**src/hw/hsq_pkg.sv**
```systemverilog
// Constants and carrier types for the heat-pump stage sequencer.
// Assumes a 125 MHz clock and temperatures in tenths of a degree.
package hsq_pkg;

    // ==========
    // Timebase
    localparam int CLK_HZ = 125000000;
    localparam int TICK_S = 1;
    localparam int TICK_CYCLES_DEF = CLK_HZ * TICK_S;
    localparam int SECS_PER_MIN = 60;
    localparam logic [11:0] HOUR_S = 12'he10;
    localparam int STAGE2_DELAY_MIN = 5;
    localparam int STAGE2_DELAY_S = STAGE2_DELAY_MIN * SECS_PER_MIN;
    localparam int FAN_OFF_DELAY_MIN = 2;
    localparam int FAN_OFF_DELAY_S = FAN_OFF_DELAY_MIN * SECS_PER_MIN;
    localparam logic [2:0] ENG_HOLD_S = 3'h5;
    localparam logic [3:0] MENU_IDLE_S = 4'ha;
    localparam int MENU_ITEMS_DEF = 16;
    localparam int NUM_STAGES = 2;

    // ==========
    // Lock word layout
    localparam int LOCK_BTN_HI = 5;
    localparam int LOCK_CONTACT_BIT = 6;
    localparam int LOCK_NET_OUT_BIT = 9;

    // ==========
    // Codes and reset values
    localparam logic [2:0] CT_AUTO = 3'h0;
    localparam logic [2:0] CT_MANUAL = 3'h1;
    localparam logic [1:0] FAN_AUTO = 2'h1;
    localparam logic [1:0] FAN_CONT = 2'h2;
    localparam logic [1:0] LOWEST_STOP = 2'h1;
    localparam logic [1:0] LOWEST_LOW = 2'h2;
    localparam logic [15:0] MIN_COOL_SP_DEF = 16'h00b4;
    localparam logic [15:0] MAX_HEAT_SP_DEF = 16'h00fa;
    localparam logic [15:0] OCC_COOL_DEF = 16'h00f0;
    localparam logic [15:0] OCC_HEAT_DEF = 16'h00c8;

    typedef logic signed [15:0] hsq_temp_t;

    // Bit 0 is mode, as in the lock word.
    typedef struct packed {
        logic set;
        logic power;
        logic fan;
        logic up;
        logic down;
        logic mode;
    } hsq_btn_t;

    typedef struct packed {
        logic fan;
        logic valve;
        logic stage2;
        logic stage1;
    } hsq_drv_t;

    typedef struct packed {
        logic [2:0] controlTypeSelect;
        logic [1:0] lowestFanSpeed;
        logic valvePolaritySelect;
        logic heatingFanEnable;
        logic [15:0] heartbeatPeriod;
        logic [15:0] minOnS;
        logic [15:0] minOffS;
        logic [7:0] maxCycles;
        hsq_temp_t minimumDeadband;
        hsq_temp_t spLowLimit;
        hsq_temp_t spHighLimit;
        hsq_temp_t unoccupiedCoolSetpoint;
        hsq_temp_t unoccupiedHeatSetpoint;
        hsq_temp_t stageWidth;
        logic [15:0] coolSecondStageDelay;
        logic [15:0] heatSecondStageDelay;
        hsq_temp_t minCoolingSetpoint;
        hsq_temp_t maxHeatingSetpoint;
    } hsq_cfg_t;

    typedef enum logic [1:0] {MS_USER, MS_SELECT, MS_EDIT} hsq_menu_t;

endpackage : hsq_pkg

```
**src/hw/hsq_stage_sequencer.sv**
```systemverilog
// Stage sequencer, fan, occupancy and engineering menu of the thermostat.
// Assumes synchronous inputs and one-cycle write strobes.
//
// Notes on behaviour
// - Auto type changes mode by itself.
// - Manual type changes mode only on button or command.
// - Lock bit 9 gives outputs to supervisor.
// - Other type codes are ignored.
// - Stage changes wait minimum on or off time.
// - Hourly turn-on count caps further turn-ons.
// - Pending flag while a change is held.
// - Stage 2 waits a mode-specific delay after stage 1.
// - Valve open in cooling; polarity inverts.
// - Setpoint entering deadband drags the other.
// - Cool floor: max of low limit plus deadband, minimum.
// - Heat ceiling: min of high limit less deadband, maximum.
// - Assigned temperature used while heartbeat is fresh.
// - Auto fan, lowest stop: runs 2 min after action.
// - Lowest speed low: fan keeps running.
// - Fan mode: auto default, code 2 continuous.
// - Supervisor occupancy counts only with lock bit 6.
// - Set button and supervisor occupancy: last wins; in the same cycle the supervisor write wins.
// - Setpoints follow occupancy state.
// - Up and down held 5 s after reset open menu.
// - Arrows step items with wrap; mode enters, confirms.
// - Idle 10 s leaves edit, then menu; end item exits.
// - Lock bits 0 to 5 lock buttons outside the engineering menu.
`timescale 1ns/100ps
module hsq_stage_sequencer
    import hsq_pkg::*;
#(
    parameter int TICK_CYCLES = TICK_CYCLES_DEF,
    parameter int MENU_ITEMS = MENU_ITEMS_DEF
) (
    input wire logic clk,
    input wire logic rst,
    input wire logic clkEn,
    input wire hsq_btn_t buttons,
    input wire logic [15:0] lockWord,
    input wire hsq_cfg_t cfg,
    input wire logic cfgWrite,
    input wire logic systemModeCommand,
    input wire logic systemModeWrite,
    input wire logic [1:0] fanModeSelect,
    input wire logic fanModeWrite,
    input wire logic occupancyCommand,
    input wire logic occupancyWrite,
    input wire logic occupancyContactInput,
    input wire logic heartbeatFlag,
    input wire hsq_temp_t assignedTemperature,
    input wire hsq_temp_t onboardTemperature,
    input wire hsq_temp_t spValue,
    input wire logic spWriteCool,
    input wire logic spWriteHeat,
    input wire hsq_drv_t supDrive,
    output hsq_drv_t drive,
    output logic pendingIcon,
    output logic fanDelayFlash,
    output logic coolMode,
    output logic systemOn,
    output logic occupancyStateReadback,
    output hsq_temp_t activeTemperature,
    output hsq_temp_t coolSetpoint,
    output hsq_temp_t heatSetpoint,
    output hsq_menu_t menuState,
    output logic [7:0] menuItem,
    output logic [7:0] menuValue,
    output logic menuApply
);

    // ==========
    // Helpers
    function automatic hsq_temp_t tMax(hsq_temp_t a, hsq_temp_t b);
        return (a > b) ? a : b;
    endfunction : tMax

    function automatic hsq_temp_t tMin(hsq_temp_t a, hsq_temp_t b);
        return (a < b) ? a : b;
    endfunction : tMin

    function automatic logic [15:0] satInc(logic [15:0] v);
        return (v == 16'hffff) ? v : v + 16'h0001;
    endfunction : satInc

    // ==========
    // One-second tick
    logic [31:0] preCnt_reg;
    logic tick;

    always_ff @(posedge clk) begin
        if (rst) begin
            preCnt_reg <= '0;
            tick <= 1'b0;
        end else if (clkEn) begin
            tick <= (preCnt_reg == 32'(TICK_CYCLES - 1));
            preCnt_reg <= (preCnt_reg == 32'(TICK_CYCLES - 1)) ?
                '0 : preCnt_reg + 32'h1;
        end
    end

    // ==========
    // Buttons and configuration registers
    hsq_btn_t btnPrev_reg;
    hsq_btn_t press;
    hsq_btn_t userPress;
    logic netOwn;
    logic [2:0] ctype_reg;
    logic [15:0] coolDelay_reg;
    logic [15:0] heatDelay_reg;
    hsq_temp_t minCool_reg;
    hsq_temp_t maxHeat_reg;

    assign press = buttons & ~btnPrev_reg;
    assign userPress = (menuState == MS_USER) ?
        (press & ~lockWord[LOCK_BTN_HI:0]) : '0;
    assign netOwn = lockWord[LOCK_NET_OUT_BIT];

    always_ff @(posedge clk) begin
        if (rst) begin
            btnPrev_reg <= '0;
            ctype_reg <= CT_AUTO;
            coolDelay_reg <= 16'(STAGE2_DELAY_S);
            heatDelay_reg <= 16'(STAGE2_DELAY_S);
            minCool_reg <= MIN_COOL_SP_DEF;
            maxHeat_reg <= MAX_HEAT_SP_DEF;
        end else if (clkEn) begin
            btnPrev_reg <= buttons;
            if (cfg.controlTypeSelect == CT_AUTO ||
                cfg.controlTypeSelect == CT_MANUAL) begin
                ctype_reg <= cfg.controlTypeSelect;
            end
            if (cfgWrite) begin
                coolDelay_reg <= cfg.coolSecondStageDelay;
                heatDelay_reg <= cfg.heatSecondStageDelay;
                minCool_reg <= cfg.minCoolingSetpoint;
                maxHeat_reg <= cfg.maxHeatingSetpoint;
            end
        end
    end

    // ==========
    // Setpoints and occupancy
    hsq_temp_t occCool_reg;
    hsq_temp_t occHeat_reg;
    hsq_temp_t occCool_next;
    hsq_temp_t occHeat_next;
    hsq_temp_t coolFloor;
    hsq_temp_t heatCeil;

    assign coolFloor = tMax(hsq_temp_t'(cfg.spLowLimit +
        cfg.minimumDeadband), minCool_reg);
    assign heatCeil = tMin(hsq_temp_t'(cfg.spHighLimit -
        cfg.minimumDeadband), maxHeat_reg);

    always_comb begin
        occCool_next = occCool_reg;
        occHeat_next = occHeat_reg;
        if (spWriteCool) begin
            occCool_next = tMax(spValue, coolFloor);
            if (hsq_temp_t'(occCool_next - occHeat_reg) <
                cfg.minimumDeadband) begin
                occHeat_next = tMin(hsq_temp_t'(occCool_next -
                    cfg.minimumDeadband), heatCeil);
            end
        end else if (spWriteHeat) begin
            occHeat_next = tMin(spValue, heatCeil);
            if (hsq_temp_t'(occCool_reg - occHeat_next) <
                cfg.minimumDeadband) begin
                occCool_next = tMax(hsq_temp_t'(occHeat_next +
                    cfg.minimumDeadband), coolFloor);
            end
        end
    end

    always_ff @(posedge clk) begin
        if (rst) begin
            occCool_reg <= OCC_COOL_DEF;
            occHeat_reg <= OCC_HEAT_DEF;
            occupancyStateReadback <= 1'b0;
            coolSetpoint <= OCC_COOL_DEF;
            heatSetpoint <= OCC_HEAT_DEF;
        end else if (clkEn) begin
            occCool_reg <= occCool_next;
            occHeat_reg <= occHeat_next;
            if (!lockWord[LOCK_CONTACT_BIT]) begin
                occupancyStateReadback <= occupancyContactInput;
            end else if (occupancyWrite) begin
                occupancyStateReadback <= occupancyCommand;
            end else if (userPress.set) begin
                occupancyStateReadback <= ~occupancyStateReadback;
            end
            coolSetpoint <= occupancyStateReadback ?
                cfg.unoccupiedCoolSetpoint : occCool_reg;
            heatSetpoint <= occupancyStateReadback ?
                cfg.unoccupiedHeatSetpoint : occHeat_reg;
        end
    end

    // ==========
    // Heartbeat-qualified temperature
    logic hbPrev_reg;
    logic hbSeen_reg;
    logic [15:0] hbSecs_reg;

    always_ff @(posedge clk) begin
        if (rst) begin
            hbPrev_reg <= 1'b0;
            hbSeen_reg <= 1'b0;
            hbSecs_reg <= '0;
            activeTemperature <= '0;
        end else if (clkEn) begin
            hbPrev_reg <= heartbeatFlag;
            if (heartbeatFlag != hbPrev_reg) begin
                hbSeen_reg <= 1'b1;
                hbSecs_reg <= '0;
            end else if (tick) begin
                hbSecs_reg <= satInc(hbSecs_reg);
            end
            activeTemperature <= (hbSeen_reg &&
                hbSecs_reg < cfg.heartbeatPeriod) ?
                assignedTemperature : onboardTemperature;
        end
    end

    // ==========
    // Mode selection and stage sequencing
    logic [NUM_STAGES-1:0] stage_reg;
    logic [NUM_STAGES-1:0] stage_next;
    logic [NUM_STAGES-1:0] want;
    logic [15:0] stageSecs_reg [NUM_STAGES];
    logic [11:0] hourSecs_reg;
    logic [7:0] cycles_reg;
    logic pending_next;
    logic turnOn;
    logic dem1;
    logic dem2;
    logic [15:0] delayS;

    assign dem1 = coolMode ? (activeTemperature >= coolSetpoint) :
        (activeTemperature <= heatSetpoint);
    assign dem2 = coolMode ?
        (activeTemperature >= hsq_temp_t'(coolSetpoint + cfg.stageWidth)) :
        (activeTemperature <= hsq_temp_t'(heatSetpoint - cfg.stageWidth));
    assign delayS = coolMode ? coolDelay_reg : heatDelay_reg;
    assign want[0] = dem1 & systemOn;
    assign want[1] = dem1 & dem2 & systemOn & stage_reg[0] &
        (stageSecs_reg[0] >= delayS);

    always_comb begin
        stage_next = stage_reg;
        pending_next = 1'b0;
        turnOn = 1'b0;
        if (netOwn) begin
            stage_next = {supDrive.stage2, supDrive.stage1};
        end else begin
            for (int s = 0; s < NUM_STAGES; s++) begin
                if (want[s] != stage_reg[s]) begin
                    if (stage_reg[s] ? (stageSecs_reg[s] >= cfg.minOnS) :
                        (stageSecs_reg[s] >= cfg.minOffS &&
                        cycles_reg < cfg.maxCycles)) begin
                        stage_next[s] = want[s];
                        turnOn = turnOn | want[s];
                    end else begin
                        pending_next = 1'b1;
                    end
                end
            end
        end
    end

    always_ff @(posedge clk) begin
        if (rst) begin
            coolMode <= 1'b1;
            systemOn <= 1'b1;
        end else if (clkEn) begin
            if (userPress.power) begin
                systemOn <= ~systemOn;
            end
            if (ctype_reg == CT_AUTO) begin
                if (tick && stage_reg == '0) begin
                    if (activeTemperature >= coolSetpoint) begin
                        coolMode <= 1'b1;
                    end else if (activeTemperature <= heatSetpoint) begin
                        coolMode <= 1'b0;
                    end
                end
            end else if (systemModeWrite) begin
                coolMode <= systemModeCommand;
            end else if (userPress.mode) begin
                coolMode <= ~coolMode;
            end
        end
    end

    always_ff @(posedge clk) begin
        if (rst) begin
            stage_reg <= '0;
            pendingIcon <= 1'b0;
            hourSecs_reg <= '0;
            cycles_reg <= '0;
            for (int s = 0; s < NUM_STAGES; s++) begin
                stageSecs_reg[s] <= '0;
            end
        end else if (clkEn && tick) begin
            stage_reg <= stage_next;
            pendingIcon <= pending_next;
            for (int s = 0; s < NUM_STAGES; s++) begin
                stageSecs_reg[s] <= (stage_next[s] != stage_reg[s]) ?
                    '0 : satInc(stageSecs_reg[s]);
            end
            if (hourSecs_reg == HOUR_S - 12'h001) begin
                hourSecs_reg <= '0;
                cycles_reg <= turnOn ? 8'h01 : 8'h00;
            end else begin
                hourSecs_reg <= hourSecs_reg + 12'h001;
                if (turnOn) begin
                    cycles_reg <= cycles_reg + 8'h01;
                end
            end
        end
    end

    // ==========
    // Fan and output drive
    logic fanAuto_reg;
    logic fanRan_reg;
    logic [15:0] fanDelay_reg;
    logic fanDemand;

    assign fanDemand = |stage_reg & (coolMode | cfg.heatingFanEnable);

    always_ff @(posedge clk) begin
        if (rst) begin
            fanAuto_reg <= 1'b1;
        end else if (clkEn) begin
            if (fanModeWrite && fanModeSelect == FAN_AUTO) begin
                fanAuto_reg <= 1'b1;
            end else if (fanModeWrite && fanModeSelect == FAN_CONT) begin
                fanAuto_reg <= 1'b0;
            end else if (userPress.fan) begin
                fanAuto_reg <= ~fanAuto_reg;
            end
        end
    end

    always_ff @(posedge clk) begin
        if (rst) begin
            drive <= '0;
            fanDelayFlash <= 1'b0;
            fanRan_reg <= 1'b0;
            fanDelay_reg <= '0;
        end else if (clkEn && tick) begin
            fanDelayFlash <= 1'b0;
            if (fanDemand) begin
                fanRan_reg <= 1'b1;
                fanDelay_reg <= 16'(FAN_OFF_DELAY_S);
            end else if (fanDelay_reg != '0) begin
                fanDelay_reg <= fanDelay_reg - 16'h0001;
            end
            drive.stage1 <= stage_next[0];
            drive.stage2 <= stage_next[1];
            drive.valve <= netOwn ? supDrive.valve :
                (coolMode ^ cfg.valvePolaritySelect);
            if (netOwn) begin
                drive.fan <= supDrive.fan;
            end else if (!fanAuto_reg || fanDemand) begin
                drive.fan <= 1'b1;
            end else if (cfg.lowestFanSpeed == LOWEST_LOW) begin
                drive.fan <= fanRan_reg;
            end else if (cfg.lowestFanSpeed == LOWEST_STOP &&
                fanDelay_reg != '0) begin
                drive.fan <= 1'b1;
                fanDelayFlash <= 1'b1;
            end else begin
                drive.fan <= 1'b0;
            end
        end
    end

    // ==========
    // Engineering menu
    logic engArm_reg;
    logic [2:0] holdSecs_reg;
    logic [3:0] idleSecs_reg;
    logic anyPress;
    logic idleOut;

    assign anyPress = |press;
    assign idleOut = tick && idleSecs_reg == MENU_IDLE_S - 4'h1;

    always_ff @(posedge clk) begin
        if (rst) begin
            engArm_reg <= 1'b1;
            holdSecs_reg <= '0;
            idleSecs_reg <= '0;
            menuState <= MS_USER;
            menuItem <= '0;
            menuValue <= '0;
            menuApply <= 1'b0;
        end else if (clkEn) begin
            menuApply <= 1'b0;
            if (anyPress || idleOut) begin
                idleSecs_reg <= '0;
            end else if (tick) begin
                idleSecs_reg <= idleSecs_reg + 4'h1;
            end
            if (!(buttons.up && buttons.down)) begin
                engArm_reg <= 1'b0;
            end else if (engArm_reg && tick) begin
                holdSecs_reg <= holdSecs_reg + 3'h1;
                if (holdSecs_reg == ENG_HOLD_S - 3'h1) begin
                    engArm_reg <= 1'b0;
                    menuState <= MS_SELECT;
                    menuItem <= '0;
                end
            end
            unique case (menuState)
                MS_USER: begin
                end
                MS_SELECT: begin
                    if (press.up) begin
                        menuItem <= (menuItem == 8'(MENU_ITEMS - 1)) ?
                            8'h00 : menuItem + 8'h01;
                    end else if (press.down) begin
                        menuItem <= (menuItem == 8'h00) ?
                            8'(MENU_ITEMS - 1) : menuItem - 8'h01;
                    end else if (press.mode) begin
                        menuState <= (menuItem == 8'(MENU_ITEMS - 1)) ?
                            MS_USER : MS_EDIT;
                    end else if (idleOut) begin
                        menuState <= MS_USER;
                    end
                end
                MS_EDIT: begin
                    if (press.up) begin
                        menuValue <= menuValue + 8'h01;
                    end else if (press.down) begin
                        menuValue <= menuValue - 8'h01;
                    end else if (press.mode) begin
                        menuApply <= 1'b1;
                        menuState <= MS_SELECT;
                    end else if (idleOut) begin
                        menuState <= MS_SELECT;
                    end
                end
            endcase
        end
    end

endmodule : hsq_stage_sequencer

```
**config.mk**
```make
export PLATFORM = sky130hd
export DESIGN_NAME = hsq_stage_sequencer
export DESIGN_NICKNAME = d
export VERILOG_FILES = /design/src/hw/hsq_pkg.sv /design/src/hw/hsq_stage_sequencer.sv
export SDC_FILE = /design/constraint.sdc
export NUM_CORES = 1
export LEC_CHECK = 0
export BUFFER_PORTS_ARGS = -buffer_cell sky130_fd_sc_hd__buf_2
export CAP_MARGIN = 20
export CORE_ASPECT_RATIO = 0.75
export CORE_MARGIN = 3
export CORE_UTILIZATION = 55
export CTS_CLUSTER_SIZE = 20
export DETAILED_ROUTE_END_ITERATION = 10
export PLACE_DENSITY = 0.85
export RECOVER_POWER = 50
export SKIP_LAST_GASP = 1
export SYNTH_ARGS = -nofsm -noshare
export SYNTH_HDL_FRONTEND = slang
export SYNTH_SLANG_ARGS = --single-unit
```
**constraint.sdc**
```tcl
create_clock -name clk -period 30.9 [get_ports clk]
set_input_delay 4.635 -clock clk [delete_from_list [all_inputs] [get_ports clk]]
set_output_delay 4.635 -clock clk [all_outputs]
set_load 0.03 [all_outputs]
```
Yosys cells after proc, flatten, opt, wreduce, memory -nomap -nowiden
Memory sizes are Yosys's and may differ from the RTL's.
Cells that the tools add are included.

word-level totals
  bits in registers = 280
  word-level logic and storage cells = 289
  output and inout bits = 76
  memories = 1
  memory bits (writable) = 32

cells by class
  reductions and logical operators = 49
  muxes and demuxes = 110
  $lt $le $gt $ge = 19
  equality and inequality tests = 27
  bitwise logic cells = 19
  add/subtract/negate cells = 21

memory list
  memory         words  width  read ports  clocked after memory_dff  write ports  RTL line                    RTL
  stageSecs_reg  2      16     2           0                         2            hsq_stage_sequencer.sv:230  logic [15:0] stageSecs_reg [NUM_STAGES];

operator list
  cell                                                                     count
  16-bit two-way mux                                                       27
  16-bit greater-or-equal comparator                                       7
  16-bit < comparator                                                      6
  8-bit two-way mux                                                        12
  16-bit subtractor                                                        5
  1-bit two-way mux                                                        52
  16-bit by 1-bit adder with 16-bit output, second input constant          3
  16-bit adder                                                             3
  16-bit equality test, second input constant                              3
  16-bit > comparator                                                      3
  32-bit by 1-bit adder with 32-bit output, second input constant          1
  32-bit by 27-bit equality test with 1-bit output, second input constant  1
  16-bit <= comparator                                                     2
  32-bit two-way mux                                                       1
  2-bit two-way mux                                                        13
  8-bit by 1-bit adder with 8-bit output, second input constant            3
  2-bit AND reduction                                                      10
  3-bit AND reduction                                                      6
  16-bit nonzero test                                                      1
  16-bit by 1-bit subtractor with 16-bit output, second input constant     1
  8-bit by 1-bit subtractor with 8-bit output, second input constant       2
  2-bit nonzero test                                                       7
  12-bit by 1-bit adder with 12-bit output, second input constant          1
  6-bit AND                                                                2
  other kinds (34)                                                         73

Depth between registers and ports, before layout
  depth after elaboration = 13
  gate-level depth with buffers = 59
  mapped depth without buffers = 55

Least setup slack after synthesis
Ideal clock, no wire load.

  kind = input -> register
  from = in cfg[128] (netlist name)
  to = reg occHeat_reg[3]
  setup slack = 15017 ps
  buffers on the path = 4
  required time = 30780 ps
  cell stages on the path = 52
  data arrival time = 15763 ps
  cells stage by stage = ha_1 > fa_1 > a21o_1 > a21oi_1 > nor2b_1 > or4b_2 > a31o_2 > a41o_1 > o41ai_1 > xnor2_1 > ha_1 > nor2_1 > nand2_1 > a211o_1 > o32a_1 > o21ai_2 > clkbuf_1 > mux2_2 > [... 16 more ...] > a21oi_1 > o21a_1 > o21ai_0 > a21oi_1 > o41ai_1 > o21ai_0 > a21o_1 > a21oi_1 > xnor2_1 > ha_1 > a31oi_1 > o21ai_0 > o41ai_1 > mux2_2 > a21o_1 > clkbuf_1 > buf_1 > a211o_1

on the way
  longest elaborated chain between the ends = 10
  elaborated cells on any way between the ends = 14

RTL lines
  item                    RTL line                    RTL
  from (decl)             hsq_stage_sequencer.sv:40   input wire hsq_cfg_t cfg,
  16-bit adder (*)        hsq_stage_sequencer.sv:150  assign coolFloor = tMax(hsq_temp_t'(cfg.spLowLimit +
  16-bit > comparator     hsq_stage_sequencer.sv:74   return (a > b) ? a : b;
  16-bit two-way mux (*)  hsq_stage_sequencer.sv:74
  16-bit > comparator     hsq_stage_sequencer.sv:74
  16-bit two-way mux (*)  hsq_stage_sequencer.sv:74
  16-bit subtractor       hsq_stage_sequencer.sv:162  occHeat_next = tMin(hsq_temp_t'(occCool_next -
  16-bit < comparator     hsq_stage_sequencer.sv:78   return (a < b) ? a : b;
  16-bit two-way mux      hsq_stage_sequencer.sv:78
  16-bit two-way mux      hsq_stage_sequencer.sv:160  if (hsq_temp_t'(occCool_next - occHeat_reg) <
  16-bit two-way mux      hsq_stage_sequencer.sv:158  if (spWriteCool) begin
  to (signal assigned)    hsq_stage_sequencer.sv:184  occHeat_reg <= occHeat_next;
  to (decl)               hsq_stage_sequencer.sv:144  hsq_temp_t occHeat_reg;

Mark *: on every way between the ends. The rest lies on a longest branch, timed or not. The select of a mux whose other input is x is not followed.
A chain may end at the register's enable or synchronous reset.

Worst setup path in the final report
  from = in cfg[144] (netlist name)
  to = reg occHeat_reg[1]

on the way
  longest elaborated chain between the ends = 10
  elaborated cells on any way between the ends = 20

RTL lines
  item                 RTL line
  16-bit adder         hsq_stage_sequencer.sv:150
  16-bit > comparator  hsq_stage_sequencer.sv:74
  16-bit two-way mux   hsq_stage_sequencer.sv:74
  16-bit > comparator  hsq_stage_sequencer.sv:74
  16-bit two-way mux   hsq_stage_sequencer.sv:74
  16-bit subtractor    hsq_stage_sequencer.sv:162
  16-bit < comparator  hsq_stage_sequencer.sv:78
  16-bit two-way mux   hsq_stage_sequencer.sv:78
  16-bit two-way mux   hsq_stage_sequencer.sv:160
  16-bit two-way mux   hsq_stage_sequencer.sv:158

Parallel ways exist; a longest one is shown, timed or not. The select of a mux whose other input is x is not followed.

==> run metrics <==
fillers=4217; Setup crit start kind=input pin; slew margin rel.=-1.04; met2 WL=35000 microns; clock latency on the worst-skew pair=0.56 ns; via total after detailed routing=25900; Power Density=78.6 nW/um^2; Netlist cell types=83; DRC Markers=0; H-tree Lvls=2; remaining antenna violation count=0; delay-heaviest family, CP=compound AO/OA/AOI/OAI gates; ranking of synthesized cells by area=dfxtp_1 20%, ha_1 20%, nor2_1 4.6%; part of the power in combinational logic=0.629; FF-to-FF Start=minCool_reg[1]; post-route core utilization=0.630; Final period util=0.568; fin crit period=17.54 ns; initial antenna violation count=2; syn nets=~4200; CP Launch Point=cfg[144]; Syn-to-layout area delta=12.8%; element type at the critical path end=register; Post-Layout Cell Count=4407; CP arrival=18.03 ns; Placement Setup Slack=12.99 ns; outcome=complete, but fails checks; EDFF count, synth=32; GRT Total Usage=0.295; Initial Utilization=0.559; vias in the first global route=24400; sequential-to-total area share from yosys stat=0.239; Clock Sinks=310; Pwr Total=around 2.4 mW; RSZ-0062 raised after global routing=false; number of buffers and inverters on the critical path=2; Setup Viol. Count Final=0; maximum buffer depth of the clock tree=3; port bufs=377; DR pass1 iterations=6; Hold Fails Final Rpt=0; initial DRC count=2297; GP Congestion=1.01; Max FO, Critical Path=19; Via density=5.88; area of the mapped netlist=27400 sq um; cts repair resizes=0; critical path class=input pin to register; clk root buf=clkbuf_16; hold path startpoint=heatDelay_reg[13]; Site Rows=70; post-synthesis average cell area=8.03 sq um; placed insts=about 4300; Max rail drop VDD=0.000112 V; wire length on met1=36200 microns; Hold Crit Class=register to register; Net Sw Frac=0.458; Die ar.=52500 sq um; most common library cells after synthesis=427 x ha_1, 338 x nor2_1, 323 x nand2_1; GRT Residual Overflow=0; Met3 Routed Length=7170 microns; layout cells sized above 1=0.113; YS warnings=0; setup bufs post-CTS=0; Net Sw Power=1.11 mW; Die Ht=199 microns; core region area=49000 sq um; Multi-input gate area=about 19000 sq um; Max stage delay cell, worst path=o21ai_2; Synth Instances=roughly 3400; Final WS setup=13.36 ns; fin nets=roughly 4500; Leak=14.5 nW; Max Cap Viol=4; Seq cells post-synth=slightly above 300; Reg power frac=0.196; Final Max Tran Viols=219; post-route setup TNS=0 ns; power share of the clock group=0.175; Worst-Margin Slew=3.06 ns; Highest Signal Layer=met5; Post-CTS Hold Buffers=0; first-pass GRT wire length=~130000 microns; clock transition at the registers of the reported paths=0.06 ns; Post-synth ARST share=0; largest net degree at the start of global routing=90; Max stage delay on crit path=0.71 ns; Data required, critical path=31.38 ns; area share of the largest cell type after synthesis=0.203; P_int=around 1.3 mW; worst clock skew=0.0212 ns; drt wl/cell=~18 microns; failing checks=capacitance limit, slew limit; Num CTS Buffers=35; total I/O pin count=388; CTS tree=built; FF+latch area=6530 sq um; area leader, netlist=dfxtp_1; WL final=around 81000 microns; Die W=around 260 microns; Top FF cell, synth=dfxtp_1; most instantiated library cell after synthesis=ha_1; FMAX=around 57 MHz; detailed placer's ending HPWL=63700 microns
==> layer usage <==
layer	vias to the layer above	GRT usage
met5	-	0
met4	2	0.0930
met3	157	0.0627
met2	1035	0.457
met1	11900	0.410
li1	12800	-
==> metrics by stage <==
stage	area [sq um]	hold slack [ns]
detailed placement	29800	0.449
floorplan	27400	0.421
CTS	31000	0.457
finish	30900	0.455
global placement	29800	0.434
global route	30900	0.477
==> worst register-to-register path, delay by kind of cell, from the launching register on <==
kind,cells,cell delay [ns]
flip-flops,1,0.36
AO/OA/AOI/OAI,22,5.75
buffers and inverters,2,0.32
multiplexers,3,1.39
XOR/XNOR,1,0.12
adder cells (fa/ha/maj),4,1.17
AND/OR/NAND/NOR,8,1.75
==> final timing paths <==
check,to,slack [ns],cells after the start
min reg2reg,heatDelay_reg[13],0.46,2
max reg2reg,occHeat_reg[1],19.98,40
min,heatDelay_reg[13],0.46,2
max,occHeat_reg[1],13.36,50
==> cell usage in the layout (no fill, tap or decap), types with 118 or more instances in the layout <==
master / netlist / final
ha_1: 427 / 427
nor2_1: 338 / 338
nand2_1: 323 / 323
inv_1: 300 / 300
buf_2: 3 / 300
dfxtp_1: 278 / 277
a21oi_1: 251 / 250
o21ai_0: 131 / 131
xnor2_1: 126 / 126
mux2i_1: 125 / 125
a21o_1: 118 / 118
==> cell type report <==
type                       instances  area share
antenna                            1   0.0000811
clock buffer                      46      0.0314
clock inverter                    16     0.00576
inverter                         301      0.0366
timing repair buffer             397      0.0630
tap                              648      0.0263
sequential                       310       0.211
multi-input combinational       2688       0.625
==> power groups by stage <==
stage / registers (mW) / clock network, mW / logic, mW
final: 0.477 / 0.424 / 1.53
after global routing: 0.479 / 0.447 / 1.68
after CTS: 0.475 / 0.432 / 1.48
after detailed placement: 0.483 / 0 / 1.46
after global placement: 0.483 / 0 / 1.43
after floorplan: 0.478 / 0 / 1.10
==> cell families after synthesis <==
family                     share of synthesized area
adders and majority gates                      0.203
xor gates and xnor gates                      0.0701
DFF                                            0.239
muxes                                         0.0573
buffers and inverters                         0.0563
and+or+nand+nor                                0.188
AOI/OAI and AO/OA                              0.187
Power figures use the tool's default switching activity.
